$ cat config.mk
export PLATFORM = sky130hd
export DESIGN_NAME = bsms_top
export DESIGN_NICKNAME = d
export VERILOG_FILES = /design/src/design/bsms_pkg.sv /design/src/design/bsms_cycle_timer.sv /design/src/design/bsms_top.sv
export SDC_FILE = /design/constraint.sdc
export NUM_CORES = 1
export LEC_CHECK = 0
export BUFFER_PORTS_ARGS = -buffer_cell sky130_fd_sc_hd__buf_2
export CAP_MARGIN = 20
export CORE_MARGIN = 10
export CORE_UTILIZATION = 59
export CTS_CLUSTER_DIAMETER = 80
export DETAILED_ROUTE_END_ITERATION = 8
export PLACE_DENSITY = 0.95
export SYNTH_ARGS = -nofsm -noshare
export SYNTH_HDL_FRONTEND = slang
export SYNTH_SLANG_ARGS = --single-unit
$ cat constraint.sdc
create_clock -name clk -period 6.9 [get_ports clk]
set_input_delay 0.345 -clock clk [delete_from_list [all_inputs] [get_ports clk]]
set_output_delay 0.345 -clock clk [all_outputs]
set_load 0.01 [all_outputs]
$ cat src/design/bsms_pkg.sv
/*
 Shared constants and types of the boot strap mode selector.
 Assumes a 10 MHz device clock and a 32-bit APB register port.
*/
package bsms_pkg;

  // ---------------------------------------------------------------
  // Timing
  // ---------------------------------------------------------------
  localparam int CLK_MHZ = 10;
  localparam int BREAK_MIN_US = 1000;
  localparam int BREAK_MIN_CYC = BREAK_MIN_US * CLK_MHZ;
  localparam int BREAK_WIN_US = 20000;
  localparam int BREAK_WIN_CYC = BREAK_WIN_US * CLK_MHZ;
  localparam int RESTORE_NOM_S = 8;
  localparam int RESTORE_NOM_CYC = RESTORE_NOM_S * CLK_MHZ * 1000000;

  // ---------------------------------------------------------------
  // Strap codes, bit 2 first
  // ---------------------------------------------------------------
  localparam logic [2:0] STRAP_LOAD = 3'h4;
  localparam logic [2:0] STRAP_RUN2 = 3'h1;
  localparam logic [2:0] STRAP_RUN4 = 3'h0;
  localparam logic [2:0] STRAP_BREAK = 3'h2;
  localparam logic [2:0] STRAP_RESTORE = 3'h3;

  // ---------------------------------------------------------------
  // Register map
  // ---------------------------------------------------------------
  localparam logic [11:0] OFS_CTRL = 12'h000;
  localparam logic [11:0] OFS_STATUS = 12'h004;
  localparam logic [11:0] OFS_CMD = 12'h008;
  localparam int CTRL_RF_LSB = 0;
  localparam int CTRL_P2_OE = 2;
  localparam int CTRL_P2_VAL = 3;
  localparam int CTRL_SET_LSB = 4;
  localparam int CMD_START = 0;
  localparam int ST_STRAP_LSB = 0;
  localparam int ST_MODE_LSB = 4;
  localparam int ST_LOAD = 8;
  localparam int ST_BRK = 9;
  localparam int ST_BUSY = 10;
  localparam int ST_OVERDUE = 11;
  localparam int ST_PEND = 12;
  localparam logic [1:0] CTRL_RF_RST = 2'h0;
  localparam logic [7:0] FACTORY_SECTOR = 8'h00;

  // ---------------------------------------------------------------
  // Types
  // ---------------------------------------------------------------
  typedef enum logic [1:0] {
    RESTORE_NONE,
    RESTORE_PARAMS,
    RESTORE_IMAGE_PARAMS
  } bsms_restore_t;

  typedef enum logic [2:0] {
    BOOT_RUN_FOUR,
    BOOT_RUN_TWO,
    BOOT_LOAD,
    BOOT_BREAK,
    BOOT_RESTORE,
    BOOT_RESERVED
  } bsms_boot_t;

  typedef struct packed {
    logic swd_two_wire;
    logic jtag_four_wire;
    logic uart0_loader;
  } bsms_route_t;

endpackage

$ cat src/design/bsms_cycle_timer.sv
/*
 Saturating cycle counter: hit is high once run has stayed high
 for LIMIT cycles. Assumes run comes from the same clock.
*/
`timescale 1ns/1ps
`default_nettype none
module bsms_cycle_timer #(
  parameter int W = 8,
  parameter logic [W-1:0] LIMIT = '1
) (
  input wire logic clk,
  input wire logic rst,
  input wire logic run,
  output logic hit
);

  logic [W-1:0] cnt_reg;

  always_ff @(posedge clk or posedge rst) begin
    if (rst) begin
      cnt_reg <= '0;
    end else if (!run) begin
      cnt_reg <= '0;
    end else if (cnt_reg != LIMIT) begin
      cnt_reg <= cnt_reg + 1'b1;
    end
  end

  assign hit = run && (cnt_reg == LIMIT);

endmodule
`default_nettype wire

$ cat src/design/bsms_top.sv
/*
 Boot strap mode selector: latches the strap pins before the core
 leaves reset, picks the boot flow and debug routing, runs the
 fail-safe factory restore and guards the factory flash sector.
 Assumes an APB master on clk, a flash engine that performs the
 restore, and a non-volatile flag that survives power loss.
*/
// The APB slave port and the register offsets were decided locally.
// What this block does
// - The strap pins are sampled and latched before core reset ends.
// - The latched code picks the boot flow and debug/UART routing.
// - Code 100 enters serial load, waits forever, with 4-wire JTAG.
// - Code 001 boots functionally with two-wire SWD.
// - Code 000 boots functionally with four-wire JTAG.
// - Code 010 checks UART receive for a break: load if seen, else run.
// - Code 011 starts the factory restore when reset is toggled.
// - Restore settings are none, parameters, or image plus parameters.
// - A restore cut off by power loss resumes at the next power-up.
// - The factory sector is never granted to host accesses.
// - A restore is expected to take about eight seconds.
// - Strap pin 2 may be reused after boot, as an output only.
// - Strap pins 0 and 1 drive the RF switch after boot.
`timescale 1ns/1ps
`default_nettype none
module bsms_top
  import bsms_pkg::*;
#(
  parameter int BREAK_WIN = BREAK_WIN_CYC,
  parameter int RESTORE_CYC = RESTORE_NOM_CYC
) (
  input wire logic clk,
  input wire logic rst,
  input wire logic [11:0] paddr,
  input wire logic psel,
  input wire logic penable,
  input wire logic pwrite,
  input wire logic [31:0] pwdata,
  input wire logic [3:0] pstrb,
  output logic [31:0] prdata,
  output logic pready,
  output logic pslverr,
  input wire logic [2:0] boot_strap_pins_in,
  output logic [2:0] boot_strap_pins_out,
  output logic [2:0] boot_strap_pins_oe,
  input wire logic reset_pin_low_active,
  input wire logic uart_rx_in,
  input wire logic restore_pend_nv_in,
  output logic restore_pend_nv_out,
  output logic restore_req,
  output bsms_restore_t restore_kind,
  input wire logic restore_done,
  input wire logic host_fl_req,
  input wire logic [7:0] host_fl_sector,
  output logic host_fl_grant,
  output logic host_fl_denied,
  output logic core_rst,
  output bsms_boot_t boot_mode,
  output bsms_route_t route,
  output logic serial_load
);

  // ---------------------------------------------------------------
  // Types and decode
  // ---------------------------------------------------------------
  typedef enum logic [2:0] {
    ST_SAMPLE,
    ST_BREAK,
    ST_RESTORE,
    ST_LOAD,
    ST_RUN
  } bsms_state_t;

  function automatic bsms_boot_t decode(input logic [2:0] code);
    case (code)
      STRAP_LOAD: decode = BOOT_LOAD;
      STRAP_RUN2: decode = BOOT_RUN_TWO;
      STRAP_RUN4: decode = BOOT_RUN_FOUR;
      STRAP_BREAK: decode = BOOT_BREAK;
      STRAP_RESTORE: decode = BOOT_RESTORE;
      default: decode = BOOT_RESERVED;
    endcase
  endfunction

  function automatic bsms_route_t route_of(input bsms_boot_t m,
                                           input logic ld);
    route_of = '{swd_two_wire: (m == BOOT_RUN_TWO),
                 jtag_four_wire: (m != BOOT_RUN_TWO),
                 uart0_loader: ld};
  endfunction

  // ---------------------------------------------------------------
  // Pin synchronisers
  // ---------------------------------------------------------------
  logic [5:0] pin_s1;
  logic [5:0] pin_s2;
  logic [2:0] strap_s2;
  logic rst_pin_s2;
  logic rx_s2;
  logic nv_s2;

  always_ff @(posedge clk or posedge rst) begin
    if (rst) begin
      pin_s1 <= 6'h00;
      pin_s2 <= 6'h00;
    end else begin
      pin_s1 <= {restore_pend_nv_in, uart_rx_in, reset_pin_low_active,
                 boot_strap_pins_in};
      pin_s2 <= pin_s1;
    end
  end

  assign strap_s2 = pin_s2[2:0];
  assign rst_pin_s2 = pin_s2[3];
  assign rx_s2 = pin_s2[4];
  assign nv_s2 = pin_s2[5];

  // ---------------------------------------------------------------
  // Registers and state
  // ---------------------------------------------------------------
  bsms_state_t state_reg;
  bsms_state_t state_next;
  logic [2:0] strap_reg;
  logic [1:0] rf_reg;
  logic p2_oe_reg;
  logic p2_val_reg;
  bsms_restore_t setting_reg;
  logic sw_start_reg;
  logic brk_seen_reg;
  logic overdue_reg;
  logic brk_hit;
  logic win_hit;
  logic dur_hit;
  logic release_now;
  logic hw_restore;
  bsms_boot_t mode_now;

  assign release_now = (state_reg == ST_SAMPLE) && rst_pin_s2;
  assign mode_now = decode(strap_s2);
  assign hw_restore = (mode_now == BOOT_RESTORE) &&
                      (setting_reg != RESTORE_NONE);

  bsms_cycle_timer #(.W(16), .LIMIT(16'(BREAK_MIN_CYC))) u_brk (
    .clk(clk),
    .rst(rst),
    .run((state_reg == ST_BREAK) && !rx_s2),
    .hit(brk_hit)
  );

  bsms_cycle_timer #(.W(24), .LIMIT(24'(BREAK_WIN))) u_win (
    .clk(clk),
    .rst(rst),
    .run(state_reg == ST_BREAK),
    .hit(win_hit)
  );

  bsms_cycle_timer #(.W(28), .LIMIT(28'(RESTORE_CYC))) u_dur (
    .clk(clk),
    .rst(rst),
    .run(state_reg == ST_RESTORE),
    .hit(dur_hit)
  );

  // ---------------------------------------------------------------
  // Boot flow
  // ---------------------------------------------------------------
  always_comb begin
    state_next = state_reg;
    case (state_reg)
      ST_SAMPLE: begin
        if (rst_pin_s2) begin
          if (nv_s2 || hw_restore) begin
            state_next = ST_RESTORE;
          end else if (mode_now == BOOT_LOAD) begin
            state_next = ST_LOAD;
          end else if (mode_now == BOOT_BREAK) begin
            state_next = ST_BREAK;
          end else begin
            state_next = ST_RUN;
          end
        end
      end
      ST_BREAK: begin
        if (brk_hit) begin
          state_next = ST_LOAD;
        end else if (win_hit) begin
          state_next = ST_RUN;
        end
      end
      ST_RESTORE: begin
        if (restore_done) begin
          state_next = ST_RUN;
        end
      end
      ST_RUN: begin
        if (sw_start_reg && setting_reg != RESTORE_NONE) begin
          state_next = ST_RESTORE;
        end
      end
      ST_LOAD: state_next = ST_LOAD;
      default: state_next = ST_SAMPLE;
    endcase
    if (!rst_pin_s2) begin
      state_next = ST_SAMPLE;
    end
  end

  always_ff @(posedge clk or posedge rst) begin
    if (rst) begin
      state_reg <= ST_SAMPLE;
      core_rst <= 1'b1;
      serial_load <= 1'b0;
    end else begin
      state_reg <= state_next;
      core_rst <= (state_next == ST_SAMPLE);
      serial_load <= (state_next == ST_LOAD);
    end
  end

  // Strap code caught on the release edge, then routing follows it
  always_ff @(posedge clk or posedge rst) begin
    if (rst) begin
      strap_reg <= 3'h0;
      boot_mode <= BOOT_RUN_FOUR;
      route <= '{swd_two_wire: 1'b0, jtag_four_wire: 1'b1,
                 uart0_loader: 1'b0};
    end else if (release_now) begin
      strap_reg <= strap_s2;
      boot_mode <= mode_now;
      route <= route_of(mode_now, (mode_now == BOOT_LOAD) ||
                                  (mode_now == BOOT_BREAK));
    end else if (state_reg == ST_BREAK && win_hit && !brk_hit) begin
      route <= route_of(boot_mode, 1'b0);
    end
  end

  always_ff @(posedge clk or posedge rst) begin
    if (rst) begin
      brk_seen_reg <= 1'b0;
    end else if (release_now) begin
      brk_seen_reg <= 1'b0;
    end else if (state_reg == ST_BREAK && brk_hit) begin
      brk_seen_reg <= 1'b1;
    end
  end

  // ---------------------------------------------------------------
  // Factory restore
  // ---------------------------------------------------------------
  always_ff @(posedge clk or posedge rst) begin
    if (rst) begin
      restore_req <= 1'b0;
      restore_kind <= RESTORE_NONE;
      restore_pend_nv_out <= 1'b0;
    end else begin
      restore_req <= (state_reg == ST_RESTORE) && !restore_done;
      restore_kind <= (state_reg == ST_RESTORE) ? setting_reg
                                                : RESTORE_NONE;
      if (state_reg == ST_RESTORE && restore_done) begin
        restore_pend_nv_out <= 1'b0;
      end else if (state_reg == ST_RESTORE) begin
        restore_pend_nv_out <= 1'b1;
      end
    end
  end

  always_ff @(posedge clk or posedge rst) begin
    if (rst) begin
      overdue_reg <= 1'b0;
    end else if (state_reg != ST_RESTORE && state_next == ST_RESTORE) begin
      overdue_reg <= 1'b0;
    end else if (dur_hit) begin
      overdue_reg <= 1'b1;
    end
  end

  // ---------------------------------------------------------------
  // Host flash guard and strap pin reuse
  // ---------------------------------------------------------------
  always_ff @(posedge clk or posedge rst) begin
    if (rst) begin
      host_fl_grant <= 1'b0;
      host_fl_denied <= 1'b0;
    end else begin
      host_fl_grant <= host_fl_req &&
                       (host_fl_sector != FACTORY_SECTOR);
      host_fl_denied <= host_fl_req &&
                        (host_fl_sector == FACTORY_SECTOR);
    end
  end

  always_ff @(posedge clk or posedge rst) begin
    if (rst) begin
      boot_strap_pins_oe <= 3'h0;
      boot_strap_pins_out <= 3'h0;
    end else if (state_reg == ST_SAMPLE) begin
      boot_strap_pins_oe <= 3'h0;
      boot_strap_pins_out <= 3'h0;
    end else begin
      boot_strap_pins_oe <= {p2_oe_reg, 2'h3};
      boot_strap_pins_out <= {p2_val_reg, rf_reg};
    end
  end

  // ---------------------------------------------------------------
  // APB slave, zero wait states
  // ---------------------------------------------------------------
  logic setup_ph;
  logic wr_ok;
  logic mapped;

  assign setup_ph = psel && !penable;
  assign mapped = (paddr == OFS_CTRL) || (paddr == OFS_STATUS) ||
                  (paddr == OFS_CMD);
  assign wr_ok = psel && penable && pready && pwrite && !pslverr &&
                 pstrb[0];

  always_ff @(posedge clk or posedge rst) begin
    if (rst) begin
      pready <= 1'b0;
      pslverr <= 1'b0;
      prdata <= 32'h0000_0000;
    end else begin
      pready <= 1'b1;
      if (setup_ph) begin
        pslverr <= !mapped;
        prdata <= 32'h0000_0000;
        if (!pwrite && paddr == OFS_CTRL) begin
          prdata[CTRL_RF_LSB +: 2] <= rf_reg;
          prdata[CTRL_P2_OE] <= p2_oe_reg;
          prdata[CTRL_P2_VAL] <= p2_val_reg;
          prdata[CTRL_SET_LSB +: 2] <= setting_reg;
        end else if (!pwrite && paddr == OFS_STATUS) begin
          prdata[ST_STRAP_LSB +: 3] <= strap_reg;
          prdata[ST_MODE_LSB +: 3] <= boot_mode;
          prdata[bsms_pkg::ST_LOAD] <= serial_load;
          prdata[ST_BRK] <= brk_seen_reg;
          prdata[ST_BUSY] <= (state_reg == ST_RESTORE);
          prdata[ST_OVERDUE] <= overdue_reg;
          prdata[ST_PEND] <= restore_pend_nv_out;
        end
      end
    end
  end

  always_ff @(posedge clk or posedge rst) begin
    if (rst) begin
      rf_reg <= CTRL_RF_RST;
      p2_oe_reg <= 1'b0;
      p2_val_reg <= 1'b0;
      setting_reg <= RESTORE_IMAGE_PARAMS;
    end else if (wr_ok && paddr == OFS_CTRL) begin
      rf_reg <= pwdata[CTRL_RF_LSB +: 2];
      p2_oe_reg <= pwdata[CTRL_P2_OE];
      p2_val_reg <= pwdata[CTRL_P2_VAL];
      if (pwdata[CTRL_SET_LSB +: 2] != 2'h3) begin
        setting_reg <= bsms_restore_t'(pwdata[CTRL_SET_LSB +: 2]);
      end
    end
  end

  always_ff @(posedge clk or posedge rst) begin
    if (rst) begin
      sw_start_reg <= 1'b0;
    end else begin
      sw_start_reg <= wr_ok && (paddr == OFS_CMD) && pwdata[CMD_START];
    end
  end
endmodule
`default_nettype wire

# Word level (Yosys, flattened, before mapping)
# Cells that the tools add are included.
# op_classes
addsub	3
multipliers	0
div	0
magnitude_cmp	0
eq_ne	30
n_shift	0
mux	35
bitwise_logic	0
reduce_logical	49
# op_table
operator	count
28-bit two-way mux	2
24-bit two-way mux	2
3-bit two-way mux	15
16-bit two-way mux	2
3-bit case mux with 5 select lines	2
28-bit by 1-bit adder with 28-bit output (second input constant)	1
28-bit by 27-bit equality test with 1-bit output (second input constant)	1
28-bit by 27-bit inequality test with 1-bit output (second input constant)	1
1-bit logical AND	26
24-bit by 1-bit adder with 24-bit output (second input constant)	1
24-bit by 18-bit equality test with 1-bit output (second input constant)	1
3-bit by 2-bit equality test with 1-bit output (second input constant)	8
24-bit by 18-bit inequality test with 1-bit output (second input constant)	1
16-bit by 1-bit adder with 16-bit output (second input constant)	1
16-bit by 14-bit equality test with 1-bit output (second input constant)	1
16-bit by 14-bit inequality test with 1-bit output (second input constant)	1
12-bit by 3-bit equality test with 1-bit output (second input constant)	1
12-bit by 4-bit equality test with 1-bit output (second input constant)	1
3-bit by 1-bit equality test with 1-bit output (second input constant)	4
12-bit zero test	1
5-bit two-way mux	2
2-bit nonzero test	5
3-bit equality test (second input constant)	3
3-bit zero test	3
10 further kinds	31
# word_totals
ff_bits	129
latch_bits	0
ram_bits	0
mem_bits_ro	0
input_bits	69
out_inout_bits	54
wordCells	147
memories	0

# Longest topological paths before layout
# Gate-level depths: netlist of run 1.
# logic_depth
ltp_word	11
mapped_depth	7
ltp_nobuf	7

# Cells and area by module
# From an unflattened synthesis of run 1, not the netlist that was laid out.
# hier_totals
cells_unflattened	638
area_unflattened_um2	6491.2
# modules_own_cells
mod	n_inst	cells_each	area_per_inst_um2
bsms_top	1	228	2636.3
bsms_cycle_timer at u_dur	1	165	1549.0
bsms_cycle_timer at u_win	1	144	1348.8
bsms_cycle_timer at u_brk	1	101	957.2

# Worst setup path before layout of run 1
# OpenSTA, ideal clock, no wires.
# synth_timing
kind	register to register
start	register state_reg[2]
end	register route[1] (netlist bit)
setup_time_ns	0.082
arrival_ns	1.968
t_required_ns	6.818
slack_ns	4.849
path_stages_with_launch	7
path_buffers	2
path_cell_list	dfrtp_1 buf_6 or4b_4 buf_6 a21o_1 or3b_1 mux2_4
# synth_between
elab_chain_cells	6
word_cells_on_any_way	11
classes_between	eq/ne: 1; mux: 1; reduce/logical: 9
# synth_rtl
element	line_no	text
start: declaration	bsms_top.sv:120	bsms_state_t state_reg;
start signal: assignment	bsms_top.sv:213	state_reg <= state_next;
3-bit by 1-bit equality test with 1-bit output	bsms_top.sv:145, bsms_top.sv:152, bsms_top.sv:231	
1-bit logical AND	bsms_top.sv:145	.run((state_reg == ST_BREAK) && !rx_s2),
1-bit logical AND	bsms_cycle_timer.sv:29	assign hit = run && (cnt_reg == LIMIT);
1-bit zero test	bsms_top.sv:231	end else if (state_reg == ST_BREAK && win_hit && !brk_hit) begin
1-bit logical AND	bsms_top.sv:231	
2-bit nonzero test (no source line)	n/a	
end signal: assignment	bsms_top.sv:224	route <= '{swd_two_wire: 1'b0, jtag_four_wire: 1'b1,
end signal: assignment	bsms_top.sv:229	route <= route_of(mode_now, (mode_now == BOOT_LOAD) ||
end signal: assignment	bsms_top.sv:232	route <= route_of(boot_mode, 1'b0);
end: declaration	bsms_top.sv:58	output bsms_route_t route,
# Parallel ways exist; a longest one is shown, timed or not.
# A chain may end at the register's enable or synchronous reset.

# Worst setup path after layout of run 1
# layout_timing
start	register state_reg[1]
end	register route[2] (netlist bit)
# Same word-level chain as after synthesis.

==> results.toml, run 1 <==
[sta]
slew_violations = 0
fin_crit_sh_pct = 36.7
hold_viol = 0
fin_skew_ns = 0.00881
whs_ns = 0.0272
rsz0062_at_grt = "no"
setup-violations-final = 0
worst_pin_slew_ns = 1.02
relSlewSlack_pct = 31.2
fmax_mhz = 395
post-route-min-period_ns = 2.53
tns_ns = 0

[place]
hpwl_mm = 9.73
portBuffers = 73
gp_congestion = 0.854
placed_area_um2 = 6430

[floorplanning]
rows = 36
start_util_pct = 61.2
dieArea_um2 = 14700
die_w_um = 121
die_h_um = 121
io_pins = 123
core_area_um2 = 9860

[job]
cap_violations = 0

[synth]
netlist_top_cells_count = "dfrtp_1 (125), nor2_1 (80), nand2_1 (54)"
netlist.area_leader.share_pct = 51.8
avgSynthCellArea_um2 = 10.1
synth-async-reset-ratio_pct = 100
synth_area_leaders = "dfrtp_1 (52%), xor2_1 (5.1%), nor2_1 (5.0%)"
synth_area_um2 = 6030
synth_top_area_cell = "dfrtp_1"
yosysMostFrequentCell = "dfrtp_1"
yosysWarningCount = 0
synthFlopType = "dfrtp_1"
synth_edf_count = 0
netlist_instances = 596
ys_seq_area_share_pct = 53.1
synth_cell_type_count = 59
ys_ff_latch = 128

[finish]
largest_reg_flops = 28
stdcell_area_um2 = 7060
fillers = 631
drive_above_1_share_pct = 17.4
fin_util_pct = 71.6
area_growth_pct = 17.1
n_antenna_cell = 0
nNetsFinal = 757

[critical_path]
max_stage_delay_ns = 0.75
cp_top_family = "simple AND/OR/NAND/NOR gates"
startpoint_type = "register"
crit_chain = "inv_1 > nand3_1 > o21ai_1 > mux2i_1"
critPathSlowestCell = "nand3_1"
cp_data_required_time_ns = 7.33
worstSetupEndpointType = "register"
r2r_cells = 4
path_depth = 4
path_buf_inv = 1
cp_max_fo = 25
crit_arrival_ns = 2.96
crit_type = "reg -> reg"

[grt]
overflow = 0
grt_start_max_net_pins = 66
grt_pass1_vias = 4994
grt_antenna_before_repair = 0
grt_pass1_wl_mm = 25.3
track_usage_pct = 21.2

[power]
cellPowerDensity_nw_per_um2 = 258
ir_worst_vdd_mv = 0.180
p_leak_uw = 0.00322

[clock_network]
clk_latency_ns = 0.54
h-tree-depth = 4
cts_tree = "done"
clock-root-buffer = "clkbuf_8"
post_cts_resized = 0
cts_buffer_depth = 2
cts.clk_slew.worst_paths_ns = 0.07
cts_buffers = 17
cts.sinks = 128
post_cts_buffers = 0

[hold_path]
min_path_type = "in -> reg"
hold_path_depth = 3

[outcome]
outcome = "finished, final reports clean"

[route]
drt-vias-per-instance = 6.13
wl_per_cell_um = 18.7
drtIter0Drc = 567
wirelength_mm = 15.5
drc = 0
dr_total_vias = 5072
antenna_left = 0
first_pass_iters = 5
[final timing paths]
kind	slack, ns	to	start
worst max register to register	4.37	route[2]	state_reg[1]
worst min-delay path	0.03	p2_oe_reg	pwdata[2]
min in group asynchronous	0.49	u_dur.cnt_reg[13]	rst
max in group asynchronous	5.10	u_brk.cnt_reg[7]	rst
worst max-delay path	4.37	route[2]	state_reg[1]
worst min register to register	0.35	pin_s2[0]	pin_s1[0]
[worst reg2reg max path, cell delays in order, from the launching register on]
cell and delay (ns):
dfrtp_1 0.51, inv_1 0.21, nand3_1 0.75, o21ai_1 0.64, mux2i_1 0.31
[metrics by stage]
step | instances | total power (uW) | setup WS [ns]
2_1_floorplan | 615 | 930 | 3.15
3_3_place_gp | 787 | 967 | 4.34
3_5_place_dp | 788 | 978 | 4.46
4_1_cts | 827 | 1830 | 4.41
5_1_grt | 828 | 1880 | 4.18
6_report | 828 | 1820 | 4.37
[routing by layer]
layer	share of wire, %	up-vias	global-route usage (%)
met5	0	-	0
met4	2.6	0	9.09
met3	8.5	48	5.49
met2	51	324	36.2
met1	38	2477	24.7
li1	-	2223	-
[final cells by class]
class                   instances  area (um^2)  area share [%]
multi-input cells             433         2600            36.8
repair buffers                 83          455            6.45
flip-flops and latches        128         3210            45.4
clock inverters                15          145            2.05
well taps                     133          166            2.36
inverters                      19         73.8            1.04
clock buffers                  17          414            5.86
[power by group]
| group | switching (uW) | internal, uW |
|---|---|---|
| Combinational | 101 | 60.4 |
| Sequential | 29.3 | 785 |
| Clock | 387 | 460 |
| Total | 517 | 1310 |
[timing repair]
item | in CTS | in global routing
hold buffers | 7 | 0
hold endpoints to repair | 68 | 0
setup endpoints to repair | 0 | 0
[logic make-up (layout without fill, tap and decap cells)]
group	Yosys count	after routing	share of synthesized area, %
AO/OA/AOI/OAI	54	54	6.14
adder cells (fa/ha/maj)	6	6	1.24
buffers and inverters	54	134	4.91
flip-flops	128	128	53.1
XOR/XNOR	56	56	8.13
AND/OR/NAND/NOR	288	288	24.8
multiplexers	8	8	1.47
other	2	21	0.124
[cell usage in the layout, fill, tap and decap left out, types with 16 or more instances in the layout]
cell and instances:
and3_1 18, buf_2 73, clkbuf_16 16, conb_1 21, dfrtp_1 125, inv_1 18, nand2_1 54, nand3_1 30
nand4_1 20, nor2_1 80, nor3_1 16, xnor2_1 21, xor2_1 35
No activity file was read; power rests on OpenSTA's default activity.
==> run 2, diff against run 1 <==
--- a/config.mk
+++ b/config.mk
@@ -8,10 +8,10 @@
 export BUFFER_PORTS_ARGS = -buffer_cell sky130_fd_sc_hd__buf_2
 export CAP_MARGIN = 20
 export CORE_MARGIN = 10
-export CORE_UTILIZATION = 59
+export CORE_UTILIZATION = 55
 export CTS_CLUSTER_DIAMETER = 80
 export DETAILED_ROUTE_END_ITERATION = 8
-export PLACE_DENSITY = 0.95
+export PLACE_DENSITY = 0.91
 export SYNTH_ARGS = -nofsm -noshare
 export SYNTH_HDL_FRONTEND = slang
 export SYNTH_SLANG_ARGS = --single-unit
==> constraint.sdc (replaced) <==
create_clock -name clk -period 2.33 [get_ports clk]
set_input_delay 0.1165 -clock clk [delete_from_list [all_inputs] [get_ports clk]]
set_output_delay 0.1165 -clock clk [all_outputs]
set_load 0.01 [all_outputs]
==> results.toml, run 2 (synthesized netlist as in run 1, its figures left out) <==
[outcome]
outcome = "finished, final reports clean"

[critical_path]
crit_arrival_ns = 2.68
crit_type = "reg -> reg"
cp_data_required_time_ns = 2.80
reg2reg_from = "pslverr"
worstSetupEndpointType = "register"
startpoint_type = "register"
cp_max_fo = 5
r2r-end = "setting_reg[0]"
reg2reg_setup_slack_ns = 0.12
r2r_cells = 5

[power]
finalPower_uw = 5540
p_int_uw = 4000
power_switching_uw = 1540
clkPwrFrac_pct = 47.0
p_seq_share_pct = 43.4
ir_worst_vdd_mv = 0.476
swShare_pct = 27.8
p_leak_uw = 0.00340
cellPowerDensity_nw_per_um2 = 747
power_frac_comb_pct = 9.6

[floorplanning]
dieArea_um2 = 15600
start_util_pct = 55.9
die_h_um = 125
io_pins = 123
die_w_um = 125
core_area_um2 = 10800
rows = 38

[route]
wl_per_cell_um = 18.8
wirelength_mm = 16.3
drt-vias-per-instance = 5.98
wl_met3_mm = 1.20
wl_met1_mm = 6.22
drtIter0Drc = 623
drc = 0
wl_met2_mm = 8.37
first_pass_iters = 6
highest_layer = "met4"
dr_total_vias = 5185
antenna_left = 0

[clock_network]
clk_latency_ns = 0.53
cts_tree = "done"
cts_buffers = 17
cts.sinks = 128
clock-root-buffer = "clkbuf_8"
h-tree-depth = 4
cts_buffer_depth = 2
cts.clk_slew.worst_paths_ns = 0.07

[finish]
area_growth_pct = 22.9
fillers = 705
layout.cells.non_filler = 867
n_antenna_cell = 0
nNetsFinal = 789
layout_common_cells = "dfrtp_1 (125), nor2_1 (79), buf_2 (73), nand2_1 (54), xor2_1 (35)"
largest_reg_flops = 28
final_common_cell = "dfrtp_1"
drive_above_1_share_pct = 19.4

[place]
post-place-cells = 811
portBuffers = 73
gp_congestion = 0.869
hpwl_mm = 10.0

[hold_path]
min_path_type = "in -> reg"
hold_path_depth = 5
holdPathEnd = "rf_reg[1]"
hp-start = "pwrite"

[grt]
grt_pass1_wl_mm = 26.9
grt_start_max_net_pins = 48
overflow = 0
grt_pass1_vias = 5398
track_usage_pct = 20.7
grt_antenna_before_repair = 0

[sta]
fin_crit_sh_pct = 94.8
rsz0062_at_grt = "no"
post-route-min-period_ns = 2.21
hold_viol = 0
fin_skew_ns = 0.0106
relSlewSlack_pct = 41.9
fmax_mhz = 452
whs_ns = 0.0967
setup-violations-final = 0
slew_violations = 0
worst_pin_slew_ns = 0.865
tns_ns = 0

[job]
cap_violations = 0
==> run 2: cell count changes in the layout (fill, tap and decap cells not counted), sizes merged <==
cell | before | now
bufinv | 0 | 1
clkbuf | 18 | 17
buf | 75 | 92
clkinvlp | 5 | 4
dlygate4sd3 | 7 | 23
==> run 2: per-stage QoR <==
step,utilization [%],setup WS [ns],instance area (um^2)
after floorplan,-,0.279,6110
after global placement,61.0,0.194,6590
after detailed placement,61.0,0.0684,6590
after CTS,68.5,0.0856,7390
after global routing,68.7,0.00984,7420
final,68.7,0.120,7420
==> run 2: layout make-up <==
type | count | area, um^2 | area share, %
multi-input combinational | 433 | 2620 | 35.3
clock inverter | 15 | 164 | 2.21
inverter | 19 | 75.1 | 1.01
sequential | 128 | 3210 | 43.2
clock buffer | 17 | 414 | 5.58
timing repair buffer | 115 | 763 | 10.3
tap | 140 | 175 | 2.36
==> run 2: routing by layer <==
| layer | track usage [%] | vias to the layer above |
|---|---|---|
| li1 | - | 2285 |
| met1 | 23.4 | 2535 |
| met2 | 35.8 | 298 |
| met3 | 5.66 | 67 |
| met4 | 9.05 | 0 |
| met5 | 0 | - |
==> run 2: how the worst max path moves through the flow <==
| stage | from | endpoint | slack (ns) | cells past startpoint |
|---|---|---|---|---|
| after floorplan | state_reg[2] | route[1] | 0.28 | 6 |
| after global placement | u_win.cnt_reg[18] | route[1] | 0.19 | 5 |
| after detailed placement | u_win.cnt_reg[18] | route[1] | 0.07 | 5 |
| after CTS | pslverr | setting_reg[0] | 0.09 | 5 |
| after global routing | pslverr | setting_reg[0] | 0.01 | 5 |
| final | pslverr | setting_reg[0] | 0.12 | 5 |
==> run 2: worst max-delay path, stage by stage (launching register included) <==
cell	delay [ns]
dfrtp_1	0.40
nand4b_1	0.26
or4_4	0.58
nor2_2	0.16
a2bb2oi_1	0.19
dlygate4sd3_1	0.57
==> run 2: power groups by stage <==
stage | registers, uW | logic (uW) | clock network [uW]
6_report | 2410 | 534 | 2600
5_1_grt | 2410 | 575 | 2730
4_1_cts | 2400 | 525 | 2610
3_5_place_dp | 2440 | 481 | 0
3_3_place_gp | 2430 | 461 | 0
2_1_floorplan | 2440 | 313 | 0
==> run 2: repair_timing <==
item | 4_1_cts | 5_1_grt
endpoints found under the setup margin | 0 | 3
resized for setup | 0 | 4
endpoints found under the hold margin | 42 | 0
setup buffers | 0 | 1
hold buffers | 23 | 0
==> run 3, diff against run 2 <==
--- a/config.mk
+++ b/config.mk
@@ -7,11 +7,13 @@
 export LEC_CHECK = 0
 export BUFFER_PORTS_ARGS = -buffer_cell sky130_fd_sc_hd__buf_2
 export CAP_MARGIN = 20
+export CELL_PAD_IN_SITES_DETAIL_PLACEMENT = 1
+export CELL_PAD_IN_SITES_GLOBAL_PLACEMENT = 1
 export CORE_MARGIN = 10
-export CORE_UTILIZATION = 55
+export CORE_UTILIZATION = 42
 export CTS_CLUSTER_DIAMETER = 80
 export DETAILED_ROUTE_END_ITERATION = 8
-export PLACE_DENSITY = 0.91
+export PLACE_DENSITY = 0.9
 export SYNTH_ARGS = -nofsm -noshare
 export SYNTH_HDL_FRONTEND = slang
 export SYNTH_SLANG_ARGS = --single-unit
==> constraint.sdc (replaced) <==
create_clock -name clk -period 2.2 [get_ports clk]
set_input_delay 0.11 -clock clk [delete_from_list [all_inputs] [get_ports clk]]
set_output_delay 0.11 -clock clk [all_outputs]
set_load 0.01 [all_outputs]
==> results.toml, run 3 (synthesized netlist as in run 1, its figures left out) <==
[clock_network]
h-tree-depth = 4
cts_buffer_depth = 2
post_cts_buffers = 0
cts_buffers = 17
cts.clk_slew.worst_paths_ns = 0.05
clk_latency_ns = 0.43
cts.sinks = 128
clock-root-buffer = "clkbuf_16"
cts_tree = "done"

[sta]
tns_ns = 0
fin_crit_sh_pct = 98.5
worst_pin_slew_ns = 0.724
setup-violations-final = 0
fin_skew_ns = 0.0132
relSlewSlack_pct = 51.7
slew_violations = 0
fmax_mhz = 461
post-route-min-period_ns = 2.17
whs_ns = 0.0126
hold_viol = 0

[floorplanning]
rows = 43
die_w_um = 140
start_util_pct = 43.1
dieArea_um2 = 19600
io_pins = 123
core_area_um2 = 14000
die_h_um = 140

[critical_path]
path_buf_inv = 1
crit_type = "reg -> reg"
cp_max_fo = 6
cp_data_required_time_ns = 2.49
cp_top_family = "simple AND/OR/NAND/NOR gates"
startpoint_type = "register"
max_stage_delay_ns = 0.50
crit_arrival_ns = 2.46
crit_chain = "or4b_1 > or4_1 > nor3_4 > buf_4 > mux2i_1 > nor2_1"
worstSetupEndpointType = "register"
critPathSlowestCell = "or4b_1"

[job]
cap_violations = 0

[route]
antenna_left = 0
drtIter0Drc = 326
drc = 0
first_pass_iters = 5
wl_per_cell_um = 21.1
drt-vias-per-instance = 5.61
wirelength_mm = 19.1
dr_total_vias = 5087

[grt]
track_usage_pct = 19.4
grt_pass1_wl_mm = 30.8
overflow = 0
grt_antenna_before_repair = 0
grt_pass1_vias = 5766
grt_start_max_net_pins = 52

[power]
power_switching_uw = 1500
p_int_uw = 4680
clkPwrFrac_pct = 49.5
power_frac_comb_pct = 9.4
cellPowerDensity_nw_per_um2 = 822
p_leak_uw = 0.00344
swShare_pct = 24.2
ir_worst_vdd_mv = 0.660
p_seq_share_pct = 41.1

[finish]
n_antenna_cell = 0
largest_reg_flops = 28
area_growth_pct = 24.5
register_area_um2 = 3210
layout_common_cells = "dfrtp_1 (124), nor2_1 (80), buf_2 (73), nand2_1 (54), xor2_1 (35)"
final_common_cell = "dfrtp_1"
fillers = 1550
fin_util_pct = 53.7
drive_above_1_share_pct = 20.2
multi_input_area_um2 = 2630
nNetsFinal = 789
stdcell_area_um2 = 7510

[place]
gp_congestion = 0.849
portBuffers = 73
hpwl_mm = 11.6
placed_area_um2 = 6710

[hold_path]
min_path_type = "in -> reg"

[outcome]
outcome = "finished, final reports clean"
[run 3: changes by cell type in the layout (fill, tap and decap cells not counted), moves of 2 or more]
cell	delta
buf_4	+9
dlygate4sd3_1	-9
inv_6	-7
clkbuf_1	+4
bufinv_16	+3
inv_8	-3
clkbuf_8	+2
clkinv_4	+2
[run 3: worst reg2reg max path, stage by stage, from the launching register on]
cell	delay, ns
dfrtp_2	0.43
or4b_1	0.50
or4_1	0.47
nor3_4	0.20
buf_4	0.17
mux2i_1	0.21
nor2_1	0.07
[run 3: area by class of cell]
cell class              instances  area share [%]
clock inverters                 8            2.03
flip-flops and latches        128            42.7
inverters                      19           0.999
clock buffers                  24            6.41
multi-input cells             433            35.0
well taps                     180            3.00
repair buffers                115            9.86
[run 3: layer usage]
metal / track usage (%) / up-vias / part of all wire (%)
met1: 21.8 / 2593 / 40
met5: 0 / - / 0
met2: 33.6 / 171 / 52
li1: - / 2272 / -
met3: 4.93 / 51 / 4.9
met4: 9.24 / 0 / 3.4
[run 3: repair_timing]
action	in CTS	in global routing
hold endpoints to repair	42	0
gates resized for setup	1	5
hold buffers	14	0
endpoints found under the setup margin	1	5
[run 3: final timing paths]
| check | endpoint | cells after the start | startpoint | slack, ns |
|---|---|---|---|---|
| setup reg to reg | u_win.cnt_reg[1] | 6 | u_win.cnt_reg[4] | 0.03 |
| setup / recovery | u_win.cnt_reg[1] | 6 | u_win.cnt_reg[4] | 0.03 |
| hold reg to reg | pin_s2[4] | 0 | pin_s1[4] | 0.35 |
| min in group asynchronous | u_dur.cnt_reg[14] | 3 | rst | 0.36 |
| hold / removal | host_fl_denied | 3 | host_fl_sector[6] | 0.01 |
| max in group asynchronous | route[1] | 4 | rst | 1.10 |
[run 3: through the flow]
step                worst slack [ns]  instances  total power, uW
floorplan                      0.149        615             2920
global placement               0.170        861             3080
detailed placement            0.0490        861             3120
CTS                           0.0355        907             6210
global route                 -0.0319        907             6410
finish                        0.0328        907             6180
[run 3: power groups by stage]
stage	clock network, uW	logic (uW)	registers, uW
after floorplan	0	332	2590
final	3060	580	2540
after CTS	3090	581	2540
after detailed placement	0	542	2580
after global placement	0	514	2570
after global routing	3220	638	2550
